## src/include/wwdc_pkg.sv

```systemverilog
// Constants, carriers and state types of the watchdog clear logic
package wwdc_pkg;

   ////////////////////////////////////////////////////////////////////////
   // Register byte offsets
   localparam logic [7:0] OFS_CONTROL_A = 8'h00;
   localparam logic [7:0] OFS_CONTROL_B = 8'h04;
   localparam logic [7:0] OFS_STATUS = 8'h08;
   localparam logic [7:0] OFS_MASK = 8'h0c;
   localparam logic [7:0] OFS_TIMER = 8'h10;
   localparam logic [7:0] OFS_POWER = 8'h14;

   ////////////////////////////////////////////////////////////////////////
   // Field positions and widths
   localparam int SW_ENABLE_POS = 0;
   localparam int TIMER_W = 10;
   localparam int WIN_MSB_W = 5;
   localparam int EVT_W = 3;
   localparam int EVT_SLEEP_TIMEOUT = 0;
   localparam int EVT_WINDOW_VIOL = 1;
   localparam int EVT_RESET_TIMEOUT = 2;

   ////////////////////////////////////////////////////////////////////////
   // Configuration encodings
   localparam logic [1:0] ENABLE_OFF = 2'h0;
   localparam logic [1:0] ENABLE_SW = 2'h1;
   localparam logic [1:0] ENABLE_AWAKE = 2'h2;
   localparam logic [1:0] ENABLE_ALWAYS = 2'h3;
   localparam logic [2:0] WINDOW_SW_SELECT = 3'h7;
   localparam logic [2:0] WINDOW_FULL = 3'h7;

   ////////////////////////////////////////////////////////////////////////
   // Reset values and counts
   localparam logic [2:0] SW_WINDOW_RESET = 3'h7;
   localparam logic [EVT_W-1:0] MASK_RESET = 3'h0;
   localparam int PRESCALE_CYCLES = 32;
   localparam logic [4:0] PRESCALE_MAX = 5'(PRESCALE_CYCLES - 1);

   ////////////////////////////////////////////////////////////////////////
   // Active-low status flags, all high after power-on
   typedef struct packed {
      logic window_violation_flag;
      logic watchdog_reset_cause;
      logic powerdown_flag;
      logic timeout_flag;
   } wwdc_flags_t;
   localparam wwdc_flags_t FLAGS_RESET = 4'hf;

   typedef enum logic [1:0] {
      PH_AWAKE = 2'b00,
      PH_SLEEP = 2'b01,
      PH_STARTUP = 2'b11
   } wwdc_phase_t;

   typedef struct packed {
      wwdc_phase_t phase;
      logic armed;
      logic sleep_d;
      logic sw_enable;
      logic [2:0] sw_window;
      wwdc_flags_t flags;
      logic [EVT_W-1:0] status;
      logic [EVT_W-1:0] mask;
      logic reset_req;
      logic wake_req;
      logic [31:0] prdata;
      logic pslverr;
   } wwdc_state_t;

   typedef struct packed {
      logic [4:0] prescale;
      logic [TIMER_W-1:0] timer;
      logic timeout;
   } wwdc_cnt_state_t;

endpackage

```

## src/rtl/wwdc_counter.sv

```systemverilog
// Prescaler and watchdog timer with synchronous clear and time-out pulse
module wwdc_counter (
   // Clock and reset
   input wire logic pclk,
   input wire logic presetn,
   // Control
   input wire logic clear,
   input wire logic run,
   // Results
   output logic [wwdc_pkg::TIMER_W-1:0] timer,
   output logic timeout
);
   wwdc_pkg::wwdc_cnt_state_t state;
   wwdc_pkg::wwdc_cnt_state_t next_state;

   always_comb begin
      next_state = state;
      next_state.timeout = 1'b0;
      if (clear) begin
         // Prescaler too, so a clear always restarts a full period
         next_state.prescale = '0;
         next_state.timer = '0;
      end else if (run) begin
         if (state.prescale == wwdc_pkg::PRESCALE_MAX) begin
            next_state.prescale = '0;
            next_state.timer = state.timer + 1'b1;
            if (&state.timer) begin
               next_state.timeout = 1'b1;
            end
         end else begin
            next_state.prescale = state.prescale + 1'b1;
         end
      end
   end

   always_ff @(posedge pclk or negedge presetn) begin
      if (!presetn) begin
         state <= '0;
      end else begin
         state <= next_state;
      end
   end

   assign timer = state.timer;
   assign timeout = state.timeout;
endmodule

```

## src/rtl/wwdc_window.sv

```systemverilog
// Window open decision from the timer's top bits
module wwdc_window (
   // Timer top bits and window setting
   input wire logic [wwdc_pkg::WIN_MSB_W-1:0] timer_msb,
   input wire logic [2:0] window,
   // Result
   output logic window_open
);
   logic [wwdc_pkg::WIN_MSB_W-1:0] threshold;

   // Setting n leaves (n+1)/8 of the period open at its end
   always_comb begin
      threshold = {(3'h7 - window), 2'b00};
      window_open = (timer_msb >= threshold);
   end
endmodule

```

## src/rtl/wwdc_top.sv

```systemverilog
// Windowed watchdog clearing, arming and Sleep logic with APB registers
//
// The register offsets and the APB interface to the registers were left to the implementer.

//////////////////////////////////////////////////////////////////////////////
// Summary of operation
// - Count cleared on reset, on Sleep entry and while disabled.
// - A valid clear-watchdog instruction clears the count.
// - Waking from Sleep by interrupt clears the count.
// - Held clear while start-up timer runs, also after Sleep exit.
// - Any write to either control register clears the count.
// - Windowed mode: clear instruction works only after arming read.
// - Windowed mode: unarmed clear instruction is a window violation.
// - Enabled in Sleep, counting resumes from zero after entry.
// - Every Sleep exit clears the count once more.
// - Time-out in Sleep wakes the device instead of resetting it.
// - Time-out in Sleep updates time-out and power-down flags.
// - Held clear when enable config is 00, or 01 with enable bit 0.
// - Clear instruction in closed window is a violation causing reset.
// - Window state compares timer's five top bits with setting.
// - Window comes from config unless selector is 111, then software.
// - Violation clears violation flag; power-on or firmware sets it.
module wwdc_top (
   // Clock and reset
   input wire logic pclk,
   input wire logic presetn,
   // APB slave
   input wire logic psel,
   input wire logic penable,
   input wire logic pwrite,
   input wire logic [7:0] paddr,
   input wire logic [31:0] pwdata,
   output logic [31:0] prdata,
   output logic pready,
   output logic pslverr,
   // Processor and system events
   input wire logic clear_watchdog_instr,
   input wire logic sleep_state,
   input wire logic wake_by_interrupt,
   input wire logic oscillator_startup_timer,
   // Configuration
   input wire logic [1:0] watchdog_enable_cfg,
   input wire logic [2:0] window_cfg_select,
   // Reactions
   output logic device_reset_req,
   output logic sleep_wake_req,
   output wwdc_pkg::wwdc_flags_t power_flags,
   output logic irq
);
   wwdc_pkg::wwdc_state_t state;
   wwdc_pkg::wwdc_state_t next_state;

   logic [wwdc_pkg::TIMER_W-1:0] timer;
   logic timeout;
   logic window_open;
   logic [2:0] window;
   logic windowed;
   logic enabled;
   logic sleep_entry;
   logic sleep_exit;
   logic wr_access;
   logic rd_access;
   logic setup;
   logic ctl_write;
   logic violation;
   logic valid_clear;
   logic clear;
   logic [wwdc_pkg::EVT_W-1:0] events;

   //////////////////////////////////////////////////////////////////////////
   // Sub-blocks
   wwdc_counter u_counter (
      .pclk(pclk),
      .presetn(presetn),
      .clear(clear),
      .run(enabled),
      .timer(timer),
      .timeout(timeout)
   );

   wwdc_window u_window (
      .timer_msb(
         timer[wwdc_pkg::TIMER_W-1 -: wwdc_pkg::WIN_MSB_W]),
      .window(window),
      .window_open(window_open)
   );

   //////////////////////////////////////////////////////////////////////////
   // Decode of events and conditions
   always_comb begin
      setup = psel & ~penable;
      wr_access = psel & penable & pwrite;
      rd_access = psel & penable & ~pwrite;
      ctl_write = wr_access &
         ((paddr == wwdc_pkg::OFS_CONTROL_A) |
          (paddr == wwdc_pkg::OFS_CONTROL_B));

      // Software window only when the selector asks for it
      if (window_cfg_select == wwdc_pkg::WINDOW_SW_SELECT) begin
         window = state.sw_window;
      end else begin
         window = window_cfg_select;
      end
      windowed = (window != wwdc_pkg::WINDOW_FULL);

      case (watchdog_enable_cfg)
         wwdc_pkg::ENABLE_OFF: enabled = 1'b0;
         wwdc_pkg::ENABLE_SW: enabled = state.sw_enable;
         wwdc_pkg::ENABLE_AWAKE: enabled = ~sleep_state;
         default: enabled = 1'b1;
      endcase

      sleep_entry = sleep_state & ~state.sleep_d;
      sleep_exit = ~sleep_state & state.sleep_d;

      // Unarmed or early clear in windowed mode is a violation
      violation = clear_watchdog_instr & enabled & windowed &
         (~state.armed | ~window_open);
      valid_clear = clear_watchdog_instr & ~violation;

      clear = ~enabled
         | sleep_entry
         | sleep_exit | wake_by_interrupt
         | oscillator_startup_timer
         | ctl_write
         | valid_clear;

      events = '0;
      events[wwdc_pkg::EVT_SLEEP_TIMEOUT] = timeout & sleep_state;
      events[wwdc_pkg::EVT_WINDOW_VIOL] = violation;
      events[wwdc_pkg::EVT_RESET_TIMEOUT] = timeout & ~sleep_state;
   end

   //////////////////////////////////////////////////////////////////////////
   // Next state
   always_comb begin
      next_state = state;
      next_state.sleep_d = sleep_state;
      next_state.reset_req = 1'b0;
      next_state.wake_req = 1'b0;

      // Sleep phase tracking
      case (state.phase)
         wwdc_pkg::PH_AWAKE: begin
            if (sleep_state) begin
               next_state.phase = wwdc_pkg::PH_SLEEP;
            end
         end
         wwdc_pkg::PH_SLEEP: begin
            if (!sleep_state) begin
               if (oscillator_startup_timer) begin
                  next_state.phase = wwdc_pkg::PH_STARTUP;
               end else begin
                  next_state.phase = wwdc_pkg::PH_AWAKE;
               end
            end
         end
         wwdc_pkg::PH_STARTUP: begin
            if (!oscillator_startup_timer) begin
               next_state.phase = wwdc_pkg::PH_AWAKE;
            end
         end
         default: next_state.phase = wwdc_pkg::PH_AWAKE;
      endcase

      // Register writes
      if (wr_access) begin
         case (paddr)
            wwdc_pkg::OFS_CONTROL_A:
               next_state.sw_enable = pwdata[wwdc_pkg::SW_ENABLE_POS];
            wwdc_pkg::OFS_CONTROL_B:
               next_state.sw_window = pwdata[2:0];
            wwdc_pkg::OFS_STATUS:
               next_state.status = state.status &
                  ~pwdata[wwdc_pkg::EVT_W-1:0];
            wwdc_pkg::OFS_MASK:
               next_state.mask = pwdata[wwdc_pkg::EVT_W-1:0];
            wwdc_pkg::OFS_POWER: begin
               // Firmware may only set the active-low flags
               next_state.flags = state.flags | pwdata[3:0];
            end
            default: ;
         endcase
      end

      // Arming read; any clear drops the armed state
      if (clear || violation) begin
         next_state.armed = 1'b0;
      end else if (rd_access && paddr == wwdc_pkg::OFS_CONTROL_A) begin
         next_state.armed = 1'b1;
      end

      // Sticky events, set wins over the clearing write
      next_state.status = next_state.status | events;

      // Hardware flag updates take priority over firmware writes
      if (sleep_entry) begin
         next_state.flags.powerdown_flag = 1'b0;
      end
      if (events[wwdc_pkg::EVT_SLEEP_TIMEOUT]) begin
         next_state.wake_req = 1'b1;
         next_state.flags.timeout_flag = 1'b0;
         next_state.flags.powerdown_flag = 1'b0;
      end
      if (events[wwdc_pkg::EVT_RESET_TIMEOUT]) begin
         next_state.reset_req = 1'b1;
         next_state.flags.timeout_flag = 1'b0;
         next_state.flags.watchdog_reset_cause = 1'b0;
      end
      if (violation) begin
         next_state.reset_req = 1'b1;
         next_state.flags.window_violation_flag = 1'b0;
         next_state.flags.watchdog_reset_cause = 1'b0;
      end

      // Read data captured in the setup cycle
      if (setup) begin
         next_state.prdata = '0;
         next_state.pslverr = 1'b0;
         case (paddr)
            wwdc_pkg::OFS_CONTROL_A:
               next_state.prdata[wwdc_pkg::SW_ENABLE_POS] = state.sw_enable;
            wwdc_pkg::OFS_CONTROL_B:
               next_state.prdata[2:0] = state.sw_window;
            wwdc_pkg::OFS_STATUS:
               next_state.prdata[wwdc_pkg::EVT_W-1:0] = state.status;
            wwdc_pkg::OFS_MASK:
               next_state.prdata[wwdc_pkg::EVT_W-1:0] = state.mask;
            wwdc_pkg::OFS_TIMER:
               next_state.prdata[wwdc_pkg::TIMER_W-1:0] = timer;
            wwdc_pkg::OFS_POWER:
               next_state.prdata[3:0] = state.flags;
            default: next_state.pslverr = 1'b1;
         endcase
      end
   end

   //////////////////////////////////////////////////////////////////////////
   // State register
   always_ff @(posedge pclk or negedge presetn) begin
      if (!presetn) begin
         state.phase <= wwdc_pkg::PH_AWAKE;
         state.armed <= 1'b0;
         state.sleep_d <= 1'b0;
         state.sw_enable <= 1'b0;
         state.sw_window <= wwdc_pkg::SW_WINDOW_RESET;
         state.flags <= wwdc_pkg::FLAGS_RESET;
         state.status <= '0;
         state.mask <= wwdc_pkg::MASK_RESET;
         state.reset_req <= 1'b0;
         state.wake_req <= 1'b0;
         state.prdata <= '0;
         state.pslverr <= 1'b0;
      end else begin
         state <= next_state;
      end
   end

   //////////////////////////////////////////////////////////////////////////
   // Outputs
   assign prdata = state.prdata;
   // Zero wait states: data was captured in the setup cycle
   assign pready = 1'b1;
   assign pslverr = state.pslverr;
   assign device_reset_req = state.reset_req;
   assign sleep_wake_req = state.wake_req;
   assign power_flags = state.flags;
   assign irq = |(state.status & state.mask);
endmodule

```

## config.mk

```make
export PLATFORM = sky130hd
export DESIGN_NAME = wwdc_top
export DESIGN_NICKNAME = d
export VERILOG_FILES = /design/src/include/wwdc_pkg.sv /design/src/rtl/wwdc_counter.sv /design/src/rtl/wwdc_window.sv /design/src/rtl/wwdc_top.sv
export SDC_FILE = /design/constraint.sdc
export NUM_CORES = 1
export LEC_CHECK = 0
export BUFFER_PORTS_ARGS = -buffer_cell sky130_fd_sc_hd__buf_2
export CORE_AREA = 10 10 88 128
export DETAILED_ROUTE_END_ITERATION = 8
export DIE_AREA = 0 0 98 138
export HOLD_SLACK_MARGIN = 0.08
export PLACE_DENSITY_LB_ADDON = 0.1
export SLEW_MARGIN = 20
export SYNTH_ARGS = -nofsm -noshare
export SYNTH_HDL_FRONTEND = slang
export SYNTH_SLANG_ARGS = --single-unit
```

## constraint.sdc

```tcl
create_clock -name pclk -period 3.4 [get_ports pclk]
set_input_delay 0 -clock pclk [delete_from_list [all_inputs] [get_ports pclk]]
set_output_delay 0 -clock pclk [all_outputs]
set_load 0.02 [all_outputs]
```

==> run metrics, run 1 <==
NetSw a little under 0.3 mW; Seq/Total Area, Yosys a little over two fifths; Core Util, Final about a third; gr ovfl total 0; Routed Wire Length 6920 um; core area about 9000 um^2; Mapped Cells around 250; Seq pwr share a little under half; NumNets Final between 300 and 400; Clock Latency Late Sink between 200 and 300 ps; Starting Density between 20% and 30%; origin of the critical flop-to-flop path state[45]; Power Density between 300 and 400 nW/um^2; CTS tree yes; clock root cell clkbuf_16; hold_sp paddr[6]; reg2reg end u_counter.timeout; Clock Sink Count 45; clock transition at the registers of the reported paths ~60 ps; Hold Vio Cnt, Final 0; Min Hold Slack 88.9 ps; share of layout cells above drive strength 1 a little over a quarter; Post-DRT Antenna Nets 0; Gate power share under 10%; number of flops mapped to enable cells by yosys 0; clock network power share a little over two fifths; vias in the first global route approximately 2,200; Initial DRT Pass Iterations 4; relative slew slack roughly half; GRT Overall Usage 10.4%; Ys Warns 0; fill cell count 970; Worst Setup Start Kind flip-flop; top post-synthesis cells by area dfrtp_1 (36%), buf_4 (11%), dfstp_2 (7.0%), nor3_1 (3.4%), mux2_2 (3.4%); Synth Register Bits between 40 and 50; H-Tree Depth 2; Int Pwr just under 0.9 mW; DR iter-0 viols 57; hold path cells 4; peak supply drop ~0.19 mV; Synth-to-Final Area Change 13.2%; GPL Wtd Cong around 0.74; global-route wire length before repair 11,500 um; Crit Path Category flip-flop to flip-flop; Final setup viols 0; # Max-Cap Violations 0; final setup skew around 6.5 ps; FMAX between 400 and 500 MHz; arrival time at the worst endpoint between 2000 and 3000 ps; Netlist cell types 49; hpwl dp approximately 5300 um; Crit Path Max Fanout 16; commonest non-fill, non-tap cell in the layout buf_2; die width ~100 um; via count around 1,900; worst reg2reg path depth 7; pin count of the biggest net entering global routing 46; FFs w/ async S/R, synth 100%; Clock Path Buffers 2; minimum clock period roughly 2400 ps; hold_buf cts 7; total power roughly 1.2 mW; RSZ-0062 raised after global routing false; ys flop type dfrtp_1; # rows 43; Fin Setup TNS 0 ps; setup bufs post-CTS 0; outcome finished, final reports clean; fin cells 400; Sw Share between 20% and 30%; DR WL/cell about 17 um; Tcrit/Tclk final between 70% and 80%; dpl cells about 390; register-to-register setup slack approximately 990 ps; Hold Path Class primary input to flip-flop; commonest cells after routing, fill and taps aside buf_2 (42), dfrtp_1 (38), conb_1 (23); io pins 95; Critical Path RT between 3000 and 4000 ps; Worst Hold End prdata[3]; Slew Limit Fails 0; die area between 10,000 and 15,000 um^2; Port Buffers between 40 and 50; CP endpoint kind flip-flop; Synth Cell Area between 2000 and 3000 um^2; vias per inst about 4.7; antenna violations before repair 0; top-area cell type share of the netlist area 36.4%; post-cts sizing count 0; syn avg cell area 10.3 um^2; largest area contributor in the netlist dfrtp_1; Leak 1.36 nW; CTS Buf Count 5; Antenna Diode Count 0; Remaining DRCs 0; pin slew with the least headroom to its limit around 730 ps; chip height 138 um
[critical path, stage by stage, from the launching register on]
cell and delay (ps):
dfstp_2 560, o21ai_0 110, ha_1 270, nor4bb_1 140, o311ai_0 430, a21boi_1 120, buf_4 220, nor4_1 420
[state kept, by name, summed over array words and instances, names as in the netlist]
| register | flops |
|---|---|
| device_reset_req | 1 |
| u_counter.timeout | 1 |
| u_counter.timer | 10 |
| power_flags | 4 |
| state | 12 |
| u_counter.state | 5 |
| prdata | 10 |
| sleep_wake_req | 1 |
| pslverr | 1 |
[per-layer routing]
metal | global-route usage (%) | vias to the layer above | wire length (um) | share of wire (%)
met5 | 0 | - | 0 | 0
met4 | 3.92 | 0 | 114 | 1.6
met3 | 2.24 | 6 | 272 | 3.9
met2 | 19.1 | 46 | 3760 | 54
met1 | 11.1 | 920 | 2770 | 40
li1 | - | 926 | - | -
[metrics by stage]
step | instance area [um^2] | worst slack, ps
global placement | 2730 | 924
detailed placement | 2730 | 899
floorplan | 2690 | 1260
global route | 2960 | 769
finish | 2960 | 990
CTS | 2960 | 887
[kinds of logic (layout without fill, tap and decap cells)]
logic type	after synthesis	after routing	share of synthesized area [%]
xor+xnor	11	11	3.69
buf+inv	48	61	12.6
flops	45	45	43.4
fa+ha+maj	6	6	2.87
compound gates	37	37	10.1
other cells	2	23	0.287
simple gates	88	88	19.5
mux	17	17	7.47
[Yosys cell counts (2+ instances only)]
master,n
clkbuf_1,5
or2_2,2
nor4_1,8
ha_1,6
o21ai_0,7
conb_1,2
or3_1,5
a22oi_1,3
and4_1,3
nand2_1,15
nand4_1,6
mux2_4,3
buf_4,37
buf_2,2
a21oi_1,6
nand3_1,7
nor2b_1,4
xnor2_1,8
nor4bb_1,2
nor3_1,18
dfrtp_1,38
inv_1,2
nor2_1,8
a21o_1,3
a22o_1,8
mux2_2,8
nand2b_1,2
xor2_1,3
mux2i_1,6
dfstp_2,7
o21a_1,2
[layout make-up]
cell class / instances / area, um^2 / area share [%]
clock buffers: 6 / 139 / 4.70
repair buffers: 51 / 295 / 9.98
flip-flops and latches: 45 / 1130 / 38.4
inverters: 2 / 7.51 / 0.254
multi-input cells: 182 / 1230 / 41.5
clock inverters: 2 / 13.8 / 0.465
well taps: 112 / 140 / 4.74
[power by group through the flow]
stage | combinational, mW | sequential, mW | clock [mW]
2_1_floorplan | 0.0754 | 0.556 | 0
3_3_place_gp | 0.102 | 0.554 | 0
3_5_place_dp | 0.102 | 0.554 | 0
4_1_cts | 0.109 | 0.544 | 0.525
5_1_grt | 0.121 | 0.544 | 0.545
6_report | 0.108 | 0.544 | 0.504
[how the worst max path moves through the flow]
stage | start | to | slack [ps] | cells after the start
floorplan | state[45] | u_counter.state[15] | 1260 | 7
global placement | state[45] | u_counter.timeout | 920 | 7
detailed placement | state[45] | u_counter.timeout | 900 | 7
CTS | state[45] | u_counter.timeout | 890 | 7
global route | state[45] | u_counter.timeout | 770 | 7
finish | state[45] | u_counter.timeout | 990 | 7
No activity file was read; power rests on OpenSTA's default activity.
==> run 2, diff against run 1 <==
clock period = 2.4 ns   (was 3.4 ns; I/O delays follow)
==> run metrics, run 2 (synthesis results as in run 1) <==
met1 WL 2840 um; hold path cells 4; minimum clock period 2230 ps; Synth-to-Final Area Change 17.1%; Sw Share about a quarter; Remaining DRCs 0; dpl cells roughly 400; io pins 95; share of layout cells above drive strength 1 28.7%; DR iter-0 viols 68; RSZ-0062 raised after global routing false; clock transition at the registers of the reported paths roughly 60 ps; Worst Hold End prdata[3]; Min Hold Slack approximately 95 ps; Slowest cell on crit path dfstp_2; core area just over 9000 um^2; arrival time at the worst endpoint about 2400 ps; # rows between 40 and 50; Worst Setup Start Kind flip-flop; vias per inst about 4.7; Leak approximately 1.4 nW; die width between 90 and 100 um; origin of the critical flop-to-flop path state[46]; global-route wire length before repair 11,400 um; GPL Wtd Cong 0.756; Top Metal Used met4; Clock Path Buffers 2; Starting Density around 29%; CP endpoint kind flip-flop; register-to-register setup slack roughly 170 ps; chip height about 140 um; wire length on met3 around 280 um; Final setup viols 0; setup bufs post-CTS 0; Power Density 563 nW/um^2; reg2reg end u_counter.state[13]; worst-path cell chain o21a_1, ha_1, nor2b_1, o311ai_1, a21boi_1, buf_4, nor4_1; commonest cells after routing, fill and taps aside buf_2 (43), dfrtp_1 (38), conb_1 (23); NumNets Final 359; Multi-input gate area 1230 um^2; Fin Setup TNS 0 ps; Critical Path RT 2580 ps; FMAX 448 MHz; die area roughly 14,000 um^2; relative slew slack roughly 53%; via count roughly 1,900; Critical Path Max Stage Delay 580 ps; clock root cell clkbuf_16; final instance area between 3000 and 4000 um^2; hpwl dp 5560 um; hold_sp paddr[6]; CTS Buf Count 5; Reg area around 1100 um^2; outcome finished, final reports clean; Routed Wire Length about 7100 um; Hold Path Class primary input to flip-flop; max reg flops 12; Core Util, Final 33.7%; Int Pwr approximately 1.3 mW; Antenna Diode Count 0; H-Tree Depth 2; NetSw approximately 0.41 mW; Post-DRT Antenna Nets 0; worst reg2reg path depth 7; DR WL/cell 17.2 um; gr ovfl total 0; clock network power share between 40% and 50%; Gate power share under 10%; Clock Latency Late Sink ~290 ps; Tcrit/Tclk final slightly above 90%; pin slew with the least headroom to its limit approximately 700 ps; peak supply drop approximately 0.24 mV; Initial DRT Pass Iterations 6; vias in the first global route between 2,000 and 2,500; fill cell count ~970; Slew Limit Fails 0; Area after DPL about 2800 um^2; final setup skew around 10 ps; Top reg by flops state; Crit Path Max Fanout 9; fin cells 412; Crit Path Category flip-flop to flip-flop; Hold Vio Cnt, Final 0; # Max-Cap Violations 0; antenna violations before repair 0; Seq pwr share 44.7%; pin count of the biggest net entering global routing 34; met2 wire len roughly 3800 um; commonest non-fill, non-tap cell in the layout buf_2; GRT Overall Usage between 10% and 20%; CTS tree yes; Port Buffers 43; Clock Sink Count 45
[run 2: final cells by class]
cell class / count / share of cell area (%)
timing repair buffer: 63 / 12.5
clock inverter: 2 / 1.27
clock buffer: 6 / 4.21
multi-input combinational: 182 / 40.1
sequential: 45 / 37.1
inverter: 2 / 0.245
tap: 112 / 4.58
[run 2: timing repair]
| item | 4_1_cts | 5_1_grt |
|---|---|---|
| endpoints found under the hold margin | 56 | 0 |
| pin swaps | 0 | 1 |
| setup endpoints to repair | 3 | 2 |
| resized for setup | 1 | 0 |
| hold buffers | 7 | 0 |
[run 2: critical path: cells and delay by family (launching register included)]
family | cells | cell delay [ps]
AOI/OAI and AO/OA | 3 | 670
DFF | 1 | 580
and+or+nand+nor | 2 | 440
buffers and inverters | 1 | 220
adders and majority gates | 1 | 220
[run 2: worst max-delay path by stage]
stage               from                   to  slack [ps]  depth (start not counted)
2_1_floorplan  state[45]  u_counter.state[15]         260                          7
3_3_place_gp   state[46]  u_counter.state[14]          60                          7
3_5_place_dp   state[46]    u_counter.timeout          -9                          6
4_1_cts        state[46]    u_counter.timeout         120                          6
5_1_grt        state[46]  u_counter.state[14]         0.2                          7
6_report       state[46]  u_counter.state[13]         170                          7
[run 2: routing by layer]
layer  up-vias  global-route usage, %
met5         -                      0
met4         0                   3.92
met3         7                   2.24
met2        43                   18.8
met1       925                   11.3
li1        944                      -
[run 2: through the flow]
| step | worst slack [ps] | power (mW) |
|---|---|---|
| 6_report | 167 | 1.72 |
| 5_1_grt | 0.209 | 1.80 |
| 4_1_cts | 117 | 1.75 |
| 3_5_place_dp | -8.90 | 0.935 |
| 3_3_place_gp | 57.5 | 0.934 |
| 2_1_floorplan | 262 | 0.894 |
[run 2: power groups by stage]
stage / clock (mW) / combinational [mW] / sequential, mW
after floorplan: 0 / 0.107 / 0.787
after global placement: 0 / 0.150 / 0.784
after detailed placement: 0 / 0.150 / 0.784
after CTS: 0.821 / 0.160 / 0.770
after global routing: 0.852 / 0.177 / 0.771
final: 0.797 / 0.158 / 0.770
